===== src/pdoc_defs.svh =====
// register offsets, field positions, reset values and loop constants
`ifndef PDOC_DEFS_SVH
`define PDOC_DEFS_SVH

// oscillator group
`define PDOC_OFS_SLOW_TRIM        8'h04
`define PDOC_OFS_PLL_CFG          8'h05
`define PDOC_OFS_REF_SEL          8'h06

// calibration loop groups: base plus local offset
`define PDOC_BASE_LOOP_MED        8'h10
`define PDOC_BASE_LOOP_FAST       8'h18
`define PDOC_LOC_CTRL             3'h0
`define PDOC_LOC_FINE             3'h2
`define PDOC_LOC_RANGE            3'h3
`define PDOC_LOC_RATIO_LO         3'h5
`define PDOC_LOC_RATIO_HI         3'h6

// pll configuration fields
`define PDOC_PLL_SRC_HI           7
`define PDOC_PLL_SRC_LO           6
`define PDOC_PLL_HALVE_BIT        5
`define PDOC_PLL_MULT_HI          4
`define PDOC_PLL_MULT_LO          0
`define PDOC_PLL_CFG_RST          8'h00

// loop reference select fields
`define PDOC_REF_FAST_HI          2
`define PDOC_REF_FAST_LO          1
`define PDOC_REF_MED_BIT          0
`define PDOC_REF_SEL_RST          8'h00

// calibration value layout
`define PDOC_FINE_W               7
`define PDOC_RANGE_W              6
`define PDOC_CAL_W                13
`define PDOC_FINE_MAX             7'h7f
`define PDOC_FINE_MIN             7'h00

// ratio reset values: nominal frequency over a 1.024 kHz reference
`define PDOC_RATIO_MED_RST        16'h07a1
`define PDOC_RATIO_FAST_RST       16'h7a12
`define PDOC_RATIO_SAT            16'hffff

`endif


===== src/pdoc_pkg.sv =====
// types shared by the pll and oscillator calibration block
package pdoc_pkg;

    typedef enum logic [2:0] {
        PDOC_LOOP_IDLE = 3'b001,
        PDOC_LOOP_RUN  = 3'b010,
        PDOC_LOOP_STOP = 3'b100
    } pdoc_loop_state_t;

    typedef enum logic [1:0] {
        PDOC_PLL_SRC_MED  = 2'b00,
        PDOC_PLL_SRC_RSVD = 2'b01,
        PDOC_PLL_SRC_FAST = 2'b10,
        PDOC_PLL_SRC_EXT  = 2'b11
    } pdoc_pll_src_t;

    typedef enum logic [1:0] {
        PDOC_REF_INT_SLOW = 2'b00,
        PDOC_REF_CRYSTAL  = 2'b01,
        PDOC_REF_RSVD2    = 2'b10,
        PDOC_REF_RSVD3    = 2'b11
    } pdoc_ref_sel_t;

endpackage


===== src/pdoc_edge_det.sv =====
// rising edge detector for a sampled oscillator level
`timescale 1ns/1ps
module pdoc_edge_det
(
    input  wire logic clk_in,
    input  wire logic srst_in,
    input  wire logic level_in,
    output logic      rise_out
);
    logic level_r;

    always_ff @(posedge clk_in)
    begin
        if (srst_in)
            level_r <= 1'b0;
        else
            level_r <= level_in;
    end

    assign rise_out = level_in & ~level_r;
endmodule


===== src/pdoc_period_ctr.sv =====
// counts oscillator edges across one reference period
`timescale 1ns/1ps
`include "pdoc_defs.svh"
module pdoc_period_ctr
(
    input  wire logic        clk_in,
    input  wire logic        srst_in,
    input  wire logic        run_in,
    input  wire logic        osc_rise_in,
    input  wire logic        ref_rise_in,
    output logic [15:0]      count_out,
    output logic             done_out
);
    logic [15:0] cnt_r;
    logic        primed_r;
    logic        done_r;

    // the first reference edge only opens a window; a partial period would mislead
    always_ff @(posedge clk_in)
    begin
        if (srst_in || !run_in)
            primed_r <= 1'b0;
        else if (ref_rise_in)
            primed_r <= 1'b1;
    end

    always_ff @(posedge clk_in)
    begin
        if (srst_in || !run_in || ref_rise_in)
            cnt_r <= 16'h0000;
        else if (osc_rise_in && cnt_r != `PDOC_RATIO_SAT)
            cnt_r <= cnt_r + 16'h0001;
    end

    always_ff @(posedge clk_in)
    begin
        if (srst_in)
        begin
            done_r    <= 1'b0;
            count_out <= 16'h0000;
        end
        else
        begin
            done_r <= run_in & ref_rise_in & primed_r;
            if (run_in && ref_rise_in && primed_r)
                count_out <= cnt_r;
        end
    end

    assign done_out = done_r;
endmodule


===== src/pdoc_top.sv =====
// pll configuration and frequency locked calibration loops for the internal oscillators
`timescale 1ns/1ps
`include "pdoc_defs.svh"
// Rules for this block and for the software that drives it
// RULE1: slow trim loads factory value, software rewrites
// RULE2: pll input select picks pll reference
// RULE3: software never uses crystal as pll reference
// RULE4: halve bit divides pll output by two
// RULE5: multiplier field sets factor one to 31
// RULE6: fast loop reference selects slow sources
// RULE7: medium loop reference bit resets to zero
// RULE8: software enables chosen reference separately
// RULE9: enable bit starts automatic oscillator calibration
// RULE10: enable reads one until loop stopped
// RULE11: calibration value is 13 bits, split
// RULE12: disabled loop uses registers; software writes
// RULE13: enabled loop ignores calibration register writes
// RULE14: reset loads factory calibration, reserved zero
// RULE15: loop adjusts only the fine part
// RULE16: software centres fine part for range
// RULE17: 16-bit ratio split over two registers
// RULE18: ratio resets to nominal over 1.024kHz
// RULE19: loop counts, compares and steps fine part
module pdoc_top
    import pdoc_pkg::*;
(
    input  wire logic        clk_in,
    input  wire logic        srst_in,
    input  wire logic [7:0]  addr_in,
    input  wire logic [7:0]  wdata_in,
    input  wire logic        wr_in,
    input  wire logic        rd_in,
    output logic [7:0]       rdata_out,
    input  wire logic [7:0]  factory_trim_in,
    input  wire logic [6:0]  factory_fine_med_in,
    input  wire logic [5:0]  factory_range_med_in,
    input  wire logic [6:0]  factory_fine_fast_in,
    input  wire logic [5:0]  factory_range_fast_in,
    input  wire logic        internal_32khz_oscillator_in,
    input  wire logic        slow_crystal_reference_in,
    input  wire logic        internal_2mhz_oscillator_in,
    input  wire logic        internal_32mhz_oscillator_in,
    output logic [7:0]       slow_oscillator_trim_out,
    output logic [1:0]       pll_input_select_out,
    output logic             pll_input_valid_out,
    output logic             pll_output_halve_out,
    output logic [4:0]       pll_multiplier_out,
    output logic             pll_multiplier_valid_out,
    output logic [12:0]      med_osc_cal_out,
    output logic [12:0]      fast_osc_cal_out,
    output logic [1:0]       loop_active_out
);
    localparam int NLOOP = 2;

    logic [7:0]  slow_trim_r;
    logic [7:0]  pll_cfg_r;
    logic [7:0]  ref_sel_r;
    logic [7:0]  rdata_r;
    logic [7:0]  rdata_nxt;

    logic [NLOOP-1:0]      en_r;
    logic [NLOOP-1:0]      busy;
    logic [6:0]            fine_r   [NLOOP];
    logic [5:0]            range_r  [NLOOP];
    logic [15:0]           ratio_r  [NLOOP];
    logic [6:0]            fac_fine [NLOOP];
    logic [5:0]            fac_rng  [NLOOP];
    logic [15:0]           ratio_rst[NLOOP];
    logic [7:0]            base     [NLOOP];
    logic [NLOOP-1:0]      grp_hit;
    logic [NLOOP-1:0]      osc_lvl;
    logic [NLOOP-1:0]      ref_lvl;
    logic [NLOOP-1:0]      ref_ok;
    logic [NLOOP-1:0]      run;
    logic [NLOOP-1:0]      osc_rise;
    logic [NLOOP-1:0]      ref_rise;
    logic [NLOOP-1:0]      done;
    logic [15:0]           count    [NLOOP];
    pdoc_loop_state_t      state_r  [NLOOP];
    pdoc_loop_state_t      state_nxt[NLOOP];
    logic [7:0]            loop_rd  [NLOOP];

    pdoc_ref_sel_t fast_ref;

    assign fast_ref = pdoc_ref_sel_t'(ref_sel_r[`PDOC_REF_FAST_HI:`PDOC_REF_FAST_LO]);

    // loop 0 tunes the 2 MHz oscillator, loop 1 the 32 MHz oscillator
    assign fac_fine[0]  = factory_fine_med_in;
    assign fac_fine[1]  = factory_fine_fast_in;
    assign fac_rng[0]   = factory_range_med_in;
    assign fac_rng[1]   = factory_range_fast_in;
    assign ratio_rst[0] = `PDOC_RATIO_MED_RST;
    assign ratio_rst[1] = `PDOC_RATIO_FAST_RST;
    assign base[0]      = `PDOC_BASE_LOOP_MED;
    assign base[1]      = `PDOC_BASE_LOOP_FAST;
    assign osc_lvl[0]   = internal_2mhz_oscillator_in;
    assign osc_lvl[1]   = internal_32mhz_oscillator_in;

    // RULE7: medium reference bit choice
    // RULE6: fast reference choice
    // both loops share one process so every bit of ref_lvl has a single driver
    always_comb
    begin
        ref_lvl[0] = ref_sel_r[`PDOC_REF_MED_BIT] ? slow_crystal_reference_in
                                                  : internal_32khz_oscillator_in;
        ref_ok[0]  = 1'b1;
        case (fast_ref)
            PDOC_REF_INT_SLOW:
            begin
                ref_lvl[1] = internal_32khz_oscillator_in;
                ref_ok[1]  = 1'b1;
            end
            PDOC_REF_CRYSTAL:
            begin
                ref_lvl[1] = slow_crystal_reference_in;
                ref_ok[1]  = 1'b1;
            end
            // reserved codes give the loop no reference, so it never steps
            default:
            begin
                ref_lvl[1] = 1'b0;
                ref_ok[1]  = 1'b0;
            end
        endcase
    end

    // RULE1: slow trim load and rewrite
    always_ff @(posedge clk_in)
    begin
        if (srst_in)
            slow_trim_r <= factory_trim_in;
        else if (wr_in && addr_in == `PDOC_OFS_SLOW_TRIM)
            slow_trim_r <= wdata_in;
    end

    always_ff @(posedge clk_in)
    begin
        if (srst_in)
            pll_cfg_r <= `PDOC_PLL_CFG_RST;
        else if (wr_in && addr_in == `PDOC_OFS_PLL_CFG)
            pll_cfg_r <= wdata_in;
    end

    // reserved upper bits of the reference select are never stored
    always_ff @(posedge clk_in)
    begin
        if (srst_in)
            ref_sel_r <= `PDOC_REF_SEL_RST;
        else if (wr_in && addr_in == `PDOC_OFS_REF_SEL)
            ref_sel_r <= {5'h00, wdata_in[2:0]};
    end

    genvar g;
    generate
        for (g = 0; g < NLOOP; g++)
        begin : g_loop
            logic hit_ctrl;
            logic hit_fine;
            logic hit_range;
            logic hit_lo;
            logic hit_hi;

            assign grp_hit[g] = addr_in[7:3] == base[g][7:3];
            assign hit_ctrl   = grp_hit[g] && addr_in[2:0] == `PDOC_LOC_CTRL;
            assign hit_fine   = grp_hit[g] && addr_in[2:0] == `PDOC_LOC_FINE;
            assign hit_range  = grp_hit[g] && addr_in[2:0] == `PDOC_LOC_RANGE;
            assign hit_lo     = grp_hit[g] && addr_in[2:0] == `PDOC_LOC_RATIO_LO;
            assign hit_hi     = grp_hit[g] && addr_in[2:0] == `PDOC_LOC_RATIO_HI;

            // RULE9: software enable request
            always_ff @(posedge clk_in)
            begin
                if (srst_in)
                    en_r[g] <= 1'b0;
                else if (wr_in && hit_ctrl)
                    en_r[g] <= wdata_in[0];
            end

            // RULE10: busy until the loop reaches idle
            assign busy[g] = state_r[g] != PDOC_LOOP_IDLE;
            assign run[g]  = state_r[g] == PDOC_LOOP_RUN && ref_ok[g];

            always_comb
            begin
                case (state_r[g])
                    PDOC_LOOP_IDLE:
                        state_nxt[g] = en_r[g] ? PDOC_LOOP_RUN : PDOC_LOOP_IDLE;
                    PDOC_LOOP_RUN:
                        state_nxt[g] = en_r[g] ? PDOC_LOOP_RUN : PDOC_LOOP_STOP;
                    // one quiet cycle lets a final compare result drain
                    PDOC_LOOP_STOP:
                        state_nxt[g] = PDOC_LOOP_IDLE;
                    default:
                        state_nxt[g] = PDOC_LOOP_IDLE;
                endcase
            end

            always_ff @(posedge clk_in)
            begin
                if (srst_in)
                    state_r[g] <= PDOC_LOOP_IDLE;
                else
                    state_r[g] <= state_nxt[g];
            end

            pdoc_edge_det u_osc_edge
            (
                .clk_in   (clk_in),
                .srst_in  (srst_in),
                .level_in (osc_lvl[g]),
                .rise_out (osc_rise[g])
            );

            pdoc_edge_det u_ref_edge
            (
                .clk_in   (clk_in),
                .srst_in  (srst_in),
                .level_in (ref_lvl[g]),
                .rise_out (ref_rise[g])
            );

            // RULE19: count oscillator per reference
            pdoc_period_ctr u_period
            (
                .clk_in      (clk_in),
                .srst_in     (srst_in),
                .run_in      (run[g]),
                .osc_rise_in (osc_rise[g]),
                .ref_rise_in (ref_rise[g]),
                .count_out   (count[g]),
                .done_out    (done[g])
            );

            // RULE14: factory fine value at reset
            // RULE13: writes dropped while busy
            // RULE19: step fine part toward ratio
            always_ff @(posedge clk_in)
            begin
                if (srst_in)
                    fine_r[g] <= fac_fine[g];
                else if (busy[g])
                begin
                    if (done[g] && state_r[g] == PDOC_LOOP_RUN)
                    begin
                        if (count[g] > ratio_r[g] && fine_r[g] != `PDOC_FINE_MIN)
                            fine_r[g] <= fine_r[g] - 7'h01;
                        else if (count[g] < ratio_r[g] && fine_r[g] != `PDOC_FINE_MAX)
                            fine_r[g] <= fine_r[g] + 7'h01;
                    end
                end
                // RULE12: manual write when disabled
                // en_r closes the gap between the enabling write and the run state
                else if (wr_in && hit_fine && !en_r[g])
                    fine_r[g] <= wdata_in[6:0];
            end

            // RULE15: loop never touches range part
            always_ff @(posedge clk_in)
            begin
                if (srst_in)
                    range_r[g] <= fac_rng[g];
                else if (wr_in && hit_range && !busy[g] && !en_r[g])
                    range_r[g] <= wdata_in[5:0];
            end

            // RULE18: nominal ratio at reset
            // RULE17: ratio bytes written separately
            always_ff @(posedge clk_in)
            begin
                if (srst_in)
                    ratio_r[g] <= ratio_rst[g];
                else if (wr_in && hit_lo)
                    ratio_r[g][7:0] <= wdata_in;
                else if (wr_in && hit_hi)
                    ratio_r[g][15:8] <= wdata_in;
            end

            always_comb
            begin
                case (addr_in[2:0])
                    `PDOC_LOC_CTRL:     loop_rd[g] = {7'h00, en_r[g] | busy[g]};
                    `PDOC_LOC_FINE:     loop_rd[g] = {1'b0, fine_r[g]};
                    `PDOC_LOC_RANGE:    loop_rd[g] = {2'b00, range_r[g]};
                    `PDOC_LOC_RATIO_LO: loop_rd[g] = ratio_r[g][7:0];
                    `PDOC_LOC_RATIO_HI: loop_rd[g] = ratio_r[g][15:8];
                    default:            loop_rd[g] = 8'h00;
                endcase
            end
        end
    endgenerate

    // RULE14: reserved bits read as zero
    always_comb
    begin
        rdata_nxt = 8'h00;
        if (grp_hit[0])
            rdata_nxt = loop_rd[0];
        else if (grp_hit[1])
            rdata_nxt = loop_rd[1];
        else
        begin
            case (addr_in)
                `PDOC_OFS_SLOW_TRIM: rdata_nxt = slow_trim_r;
                `PDOC_OFS_PLL_CFG:   rdata_nxt = pll_cfg_r;
                `PDOC_OFS_REF_SEL:   rdata_nxt = ref_sel_r;
                default:             rdata_nxt = 8'h00;
            endcase
        end
    end

    // read data stand only in the cycle after the strobe
    always_ff @(posedge clk_in)
    begin
        if (srst_in)
            rdata_r <= 8'h00;
        else if (rd_in)
            rdata_r <= rdata_nxt;
        else
            rdata_r <= 8'h00;
    end

    assign rdata_out = rdata_r;

    // RULE2: pll reference select output
    // RULE3: reserved code flagged invalid
    assign pll_input_select_out = pll_cfg_r[`PDOC_PLL_SRC_HI:`PDOC_PLL_SRC_LO];
    assign pll_input_valid_out  = pdoc_pll_src_t'(pll_input_select_out) != PDOC_PLL_SRC_RSVD;

    // RULE4: halve pll output
    assign pll_output_halve_out = pll_cfg_r[`PDOC_PLL_HALVE_BIT];

    // RULE5: multiplier factor, zero unusable
    assign pll_multiplier_out       = pll_cfg_r[`PDOC_PLL_MULT_HI:`PDOC_PLL_MULT_LO];
    assign pll_multiplier_valid_out = pll_multiplier_out != 5'h00;

    assign slow_oscillator_trim_out = slow_trim_r;

    // RULE11: range above fine in 13 bits
    assign med_osc_cal_out  = {range_r[0], fine_r[0]};
    assign fast_osc_cal_out = {range_r[1], fine_r[1]};
    assign loop_active_out  = busy;
endmodule


===== config.mk =====
export PLATFORM = sky130hd
export DESIGN_NAME = pdoc_top
export DESIGN_NICKNAME = d
export VERILOG_FILES = /design/src/pdoc_pkg.sv /design/src/pdoc_edge_det.sv /design/src/pdoc_period_ctr.sv /design/src/pdoc_top.sv
export VERILOG_INCLUDE_DIRS = /design/src
export SDC_FILE = /design/constraint.sdc
export NUM_CORES = 1
export LEC_CHECK = 0
export BUFFER_PORTS_ARGS = -buffer_cell sky130_fd_sc_hd__buf_2
export CAP_MARGIN = 20
export CORE_UTILIZATION = 36
export CTS_BUF_LIST = sky130_fd_sc_hd__clkbuf_4 sky130_fd_sc_hd__clkbuf_8
export DETAILED_ROUTE_END_ITERATION = 8
export PLACE_DENSITY = 0.63
export SETUP_SLACK_MARGIN = 0.3
export SLEW_MARGIN = 20
export SYNTH_ARGS = -nofsm -noshare
export SYNTH_HDL_FRONTEND = slang
export SYNTH_SLANG_ARGS = --single-unit

===== constraint.sdc =====
create_clock -name clk_in -period 3.9 [get_ports clk_in]
set_clock_uncertainty 0.05 [all_clocks]
set_input_delay 0.39 -clock clk_in [delete_from_list [all_inputs] [get_ports clk_in]]
set_output_delay 0.39 -clock clk_in [all_outputs]
set_load 0.02 [all_outputs]

# --- Word-level counts from Yosys, hierarchy flattened ---
# Memories as Yosys holds them, arrays and structs flattened.
# Index checks and enable logic that the tools add are counted.
word_totals:
  reg_bits: 101
  mem_bits_rw: 64
  inputBits: 58
  out_inout_bits: 54
  elab_cells: 225
  n_memories: 4
classes:
  add_sub_neg: 6
  n_lt_le_gt_ge: 4
  eq_ne: 21
  muxes: 83
  bitwise: 29
  reduce_logical: 60
mem_list:
  columns: ["name", "depth", "word_bits", "rd", "rd_ports_with_merged_regs", "wr", "line_no", "source"]
  rows:
  - ["ratio_r", 2, 16, 2, 0, 2, "pdoc_top.sv:65", "logic [15:0] ratio_r [NLOOP];"]
  - ["fine_r", 2, 7, 2, 0, 2, "pdoc_top.sv:63", "logic [6:0] fine_r [NLOOP];"]
  - ["range_r", 2, 6, 2, 0, 2, "pdoc_top.sv:64", "logic [5:0] range_r [NLOOP];"]
  - ["state_r", 2, 3, 2, 0, 2, "pdoc_top.sv:79", "pdoc_loop_state_t state_r [NLOOP];"]
ops:
  columns: ["operator", "count"]
  rows:
  - ["$pmux W8 S5", 2]
  - ["$mux W8", 8]
  - ["$mux W1", 55]
  - ["$logic_and A1 B1 Y1", 42]
  - ["$mux W7", 6]
  - ["$add A16 B1 Y16 const B", 2]
  - ["$gt A16 B16 Y1", 2]
  - ["$lt A16 B16 Y1", 2]
  - ["$ne A16 B16 Y1 const B", 2]
  - ["$eq A8 B3 Y1 const B", 3]
  - ["$pmux W8 S3", 1]
  - ["$or A1 B1 Y1", 16]
  - ["$add A7 B1 Y7 const B", 2]
  - ["$ne A7 B7 Y1 const B", 2]
  - ["$reduce_bool A7 Y1", 2]
  - ["$sub A7 B1 Y7 const B", 2]
  - ["$eq A3 B2 Y1 const B", 4]
  - ["$mux W3", 4]
  - ["$mux W6", 2]
  - ["$pmux W3 S2", 2]
  - ["$eq A5 B2 Y1 const B", 2]
  - ["$and A1 B1 Y1", 8]
  - ["$eq A3 B1 Y1 const B", 2]
  - ["$eq A3 B3 Y1 const B", 2]
  - ["other kinds (13)", 28]

# --- Longest topological paths before layout ---
# An unclocked memory read counts as a cell.
depth:
  word_depth: 11
  mapped_depth: 14
  depth_no_buf: 14

# --- Modules after synthesis ---
# Synthesis repeated with hierarchy kept, for this count alone.
hier_totals:
  hier_cells: 996
  area_unflattened_um2: 9282.7
modules_own_cells:
  columns: ["mod", "n_inst", "cells_each", "area_each_um2", "seq_area_each_um2"]
  rows:
  - ["pdoc_top", 1, 608, 5934.4, 2522.4]
  - ["pdoc_period_ctr", 2, 188, 1579.0, 680.7]
  - ["pdoc_edge_det", 4, 3, 47.5, 20.0]

# --- Worst setup path before layout ---
# No wires, ideal clock.
synth_timing:
  path_type: "register -> register"
  startpoint: "memory ratio_r[1][15]"
  endpoint: "memory fine_r[1][5], data pin"
  setup_time_ns: 0.157
  arrival_ns: 3.150
  required_time_ns: 3.693
  setup_slack_ns: 0.543
  stages_incl_launch_ff: 14
  n_path_buf: 0
  synth_period_minus_slack_ns: 3.357
  cell_sequence: "edfxtp_1 -> inv_1 -> ha_1 -> nand4_1 -> a2111o_1 -> and3_1 -> inv_1 -> ha_1 -> o21ai_0 -> or4b_2 -> o2111ai_1 -> mux2i_1 -> and3_1 -> nor3_1"
synth_rtl:
  columns: ["item", "line_no"]
  rows:
  - ["start, declared", "pdoc_top.sv:65"]
  - ["end, declared", "pdoc_top.sv:63"]

==> out/results.tsv <==
stage	metric	value	unit
min_path	hold_class	primary input to flip-flop	
route	avgViaCountPerCell	5.42	
grt	grt_usage	0.200	
layout	fin_area	0.0103	mm²
sta	fin_crit_sh	0.883	
job	cap_violations	0	
synthesis	async_reset_ff_frac	0	
clock_tree	cts_buffers	17	
place	place.gp.congestion	0.894	
synthesis	synth.distinct_cells	70	
worst_setup_path	critPathRequiredTime	4.07	ns
worst_setup_path	cpLargestDelayFamily	compound AO/OA/AOI/OAI gates	
synthesis	syn_inst	957	
floorplanning	rows	57	
grt	antenna_found_initial	1	
layout	layout_commonest_cell	buf_2	
sta	hold_viol_final	0	
sta	setup_violations	0	
layout	nets	1162	
power	finalPower	3.41	mW
place	placement.io_buffers	111	
clock_tree	cts_tree	built	
worst_setup_path	worst-path-buf-inv	3	
layout	fillCellCount	2423	
sta	tns	0	ns
layout	fin_cells	1399	
place	place_area	0.00990	mm²
floorplanning	start_util	0.369	
place	place_ws	0.245	ns
synthesis	synth_edf_count	66	
worst_setup_path	end_kind	flip-flop	
clock_tree	clkSinkCount	165	
clock_tree	cts_hold_buf	0	
outcome	outcome	finished, final reports clean	
sta	finalCriticalPeriod	3.44	ns
layout	final_cell_mix	111 x buf_2, 103 x nor2_1, 99 x dfxtp_1	
grt	first_global_vias	7090	
power	leakagePower	4.01	nW
layout	final_util	0.423	
route	wl_per_cell	18.1	µm
worst_setup_path	critical_path_class	flip-flop to flip-flop	
route	vias	7579	
synthesis	synth-seq-cells	165	
worst_setup_path	crit_slowest_cell	fa_1	
sta	timing.hold.ws	0.0858	ns
grt	grt_start_max_net_pins	46	
clock_tree	clockBufferDepth	2	
sta	max_freq	0.291	GHz
worst_setup_path	arrival	3.61	ns
sta	rsz0062_at_grt	yes	
synthesis	syn-num-nets	1058	
synthesis	ys_seq_area_frac	0.441	
sta	slew_violations	0	
synthesis	synth_flop_cell	dfxtp_1	
clock_tree	cts-htree-levels	4	
worst_setup_path	slowest_delay	0.42	ns
synthesis	synth.largest_area_cell	dfxtp_1	
place	dpl.cell_count	1364	
grt	grt_first_pass_wirelength	39500	µm
floorplanning	die_area	0.0256	mm²
synthesis	netlist_top_cells_area	dfxtp_1 22%, edfxtp_1 22%, ha_1 5.8%, mux2i_1 5.1%, nor2_1 4.3%	
route	drtPass1Iterations	5	
worst_setup_path	cp_cell_sequence	inv_1 -> ha_1 -> a21oi_1 -> o21a_1 -> a2bb2oi_2 -> and3_4 -> inv_4 -> buf_4 -> fa_1 -> a211oi_2 -> o21bai_1 -> a21oi_1 -> xnor2_1 -> a211oi_1 -> o22ai_1	
route	routed_wirelength	25300	µm
route	final_antenna_net_count	0	
grt	grt-ovfl-total	0	
power	max-vdd-ir-drop	0.000216	V
place	hpwl	19100	µm
synthesis	synth_top_area_share	0.220	
floorplanning	die_w	160	µm
clock_tree	clk_latency	0.47	ns
clock_tree	cts_root_buffer	clkbuf_8	
layout	area_delta_synth_final	14.9	%
worst_setup_path	crit_fanout	7	
worst_setup_path	setup.worst_path.start_class	flip-flop	
route	drc_errors	0	
floorplanning	design.core.area	0.0244	mm²
clock_tree	clkTransAtPathRegs	0.10	ns
synthesis	avgSynthCellArea	9.39	µm²
sta	fin_ws	0.458	ns
floorplanning	chipHeight	160	µm
layout	drive_above_1_share	0.202	
synthesis	synth_area	0.00899	mm²
floorplanning	io_pins	112	
route	drt_iter0_markers	597	
synthesis	yosysWarningCount	0	
sta	worstMarginPinSlew	0.831	ns
power	cellPowerDensity	330	mW/mm²
worst_setup_path	cp_common_cell	a21oi_1	
sta	slew_headroom	0.445	
==> power by group <==
| part | switching (mW) | leakage [nW] | internal, mW | total [mW] |
|---|---|---|---|---|
| registers | 0.0488 | 1.44 | 1.84 | 1.89 |
| clock network | 0.696 | 0.178 | 0.465 | 1.16 |
| logic | 0.224 | 2.39 | 0.132 | 0.356 |
==> layout make-up <==
type / count / area, µm² / area share
inverters: 49 / 186 / 0.0181
clock buffers: 18 / 241 / 0.0234
well taps: 324 / 405 / 0.0393
diodes: 1 / 2.50 / 0.000242
repair buffers: 129 / 691 / 0.0669
clock inverters: 14 / 118 / 0.0114
multi-input cells: 699 / 4720 / 0.457
flip-flops and latches: 165 / 3960 / 0.384
==> state kept, by name, indices dropped and copies added, names as in the netlist, 6 cells and up <==
name                       cells
fine_r                        14
range_r                       12
state_r                        6
pll_cfg_r                      8
slow_oscillator_trim_out       8
rdata_out                      8
g_loop.u_period.count_out     32
g_loop.u_period.cnt_r         32
ratio_r                       32
==> final timing paths <==
check	start	end	slack [ns]	depth (start not counted)
setup / recovery	ratio_r[1][11]	fine_r[1][6]	0.46	15
hold / removal	internal_32mhz_oscillator_in	g_loop[1].u_osc_edge.level_r	0.09	2
setup reg to reg	ratio_r[1][11]	fine_r[1][6]	0.46	15
hold reg to reg	g_loop[0].u_period.count_out[0]	g_loop[0].u_period.count_out[0]	0.41	2
==> routing by layer <==
layer,up-vias,track usage,part of all wire
li1,3667,-,-
met1,3608,0.292,0.49
met2,261,0.282,0.42
met3,43,0.0462,0.067
met4,0,0.0788,0.025
met5,-,0,0
==> kinds of logic (layout without fill, tap and decap cells) <==
group | after synthesis | in the layout | share of synthesized area
flops | 165 | 165 | 0.441
compound gates | 183 | 183 | 0.135
fa+ha+maj | 43 | 43 | 0.0607
other cells | 0 | 1 | 0
buf+inv | 93 | 210 | 0.0411
xor+xnor | 35 | 35 | 0.0341
simple gates | 368 | 368 | 0.207
mux | 70 | 70 | 0.0813
==> synth_stat cells, drive strengths merged (13+ instances only) <==
master,instances
a21oi,52
a22oi,26
and2,17
and3,15
buf,13
clkbuf,30
dfxtp,99
edfxtp,66
ha,42
inv,49
mux2,24
mux2i,46
nand2,86
nand2b,15
nand3,28
nand4,16
nor2,103
nor2b,13
nor3,22
o21ai,38
xnor2,15
xor2,20
==> timing repair <==
action / 4_1_cts / 5_1_grt
resized for setup: 1 / 11
pin swaps: 1 / 1
setup buffers: 0 / 2
endpoints found under the setup margin: 2 / 2
endpoints found under the hold margin: 0 / 0
(Power assumes the default switching activity.)
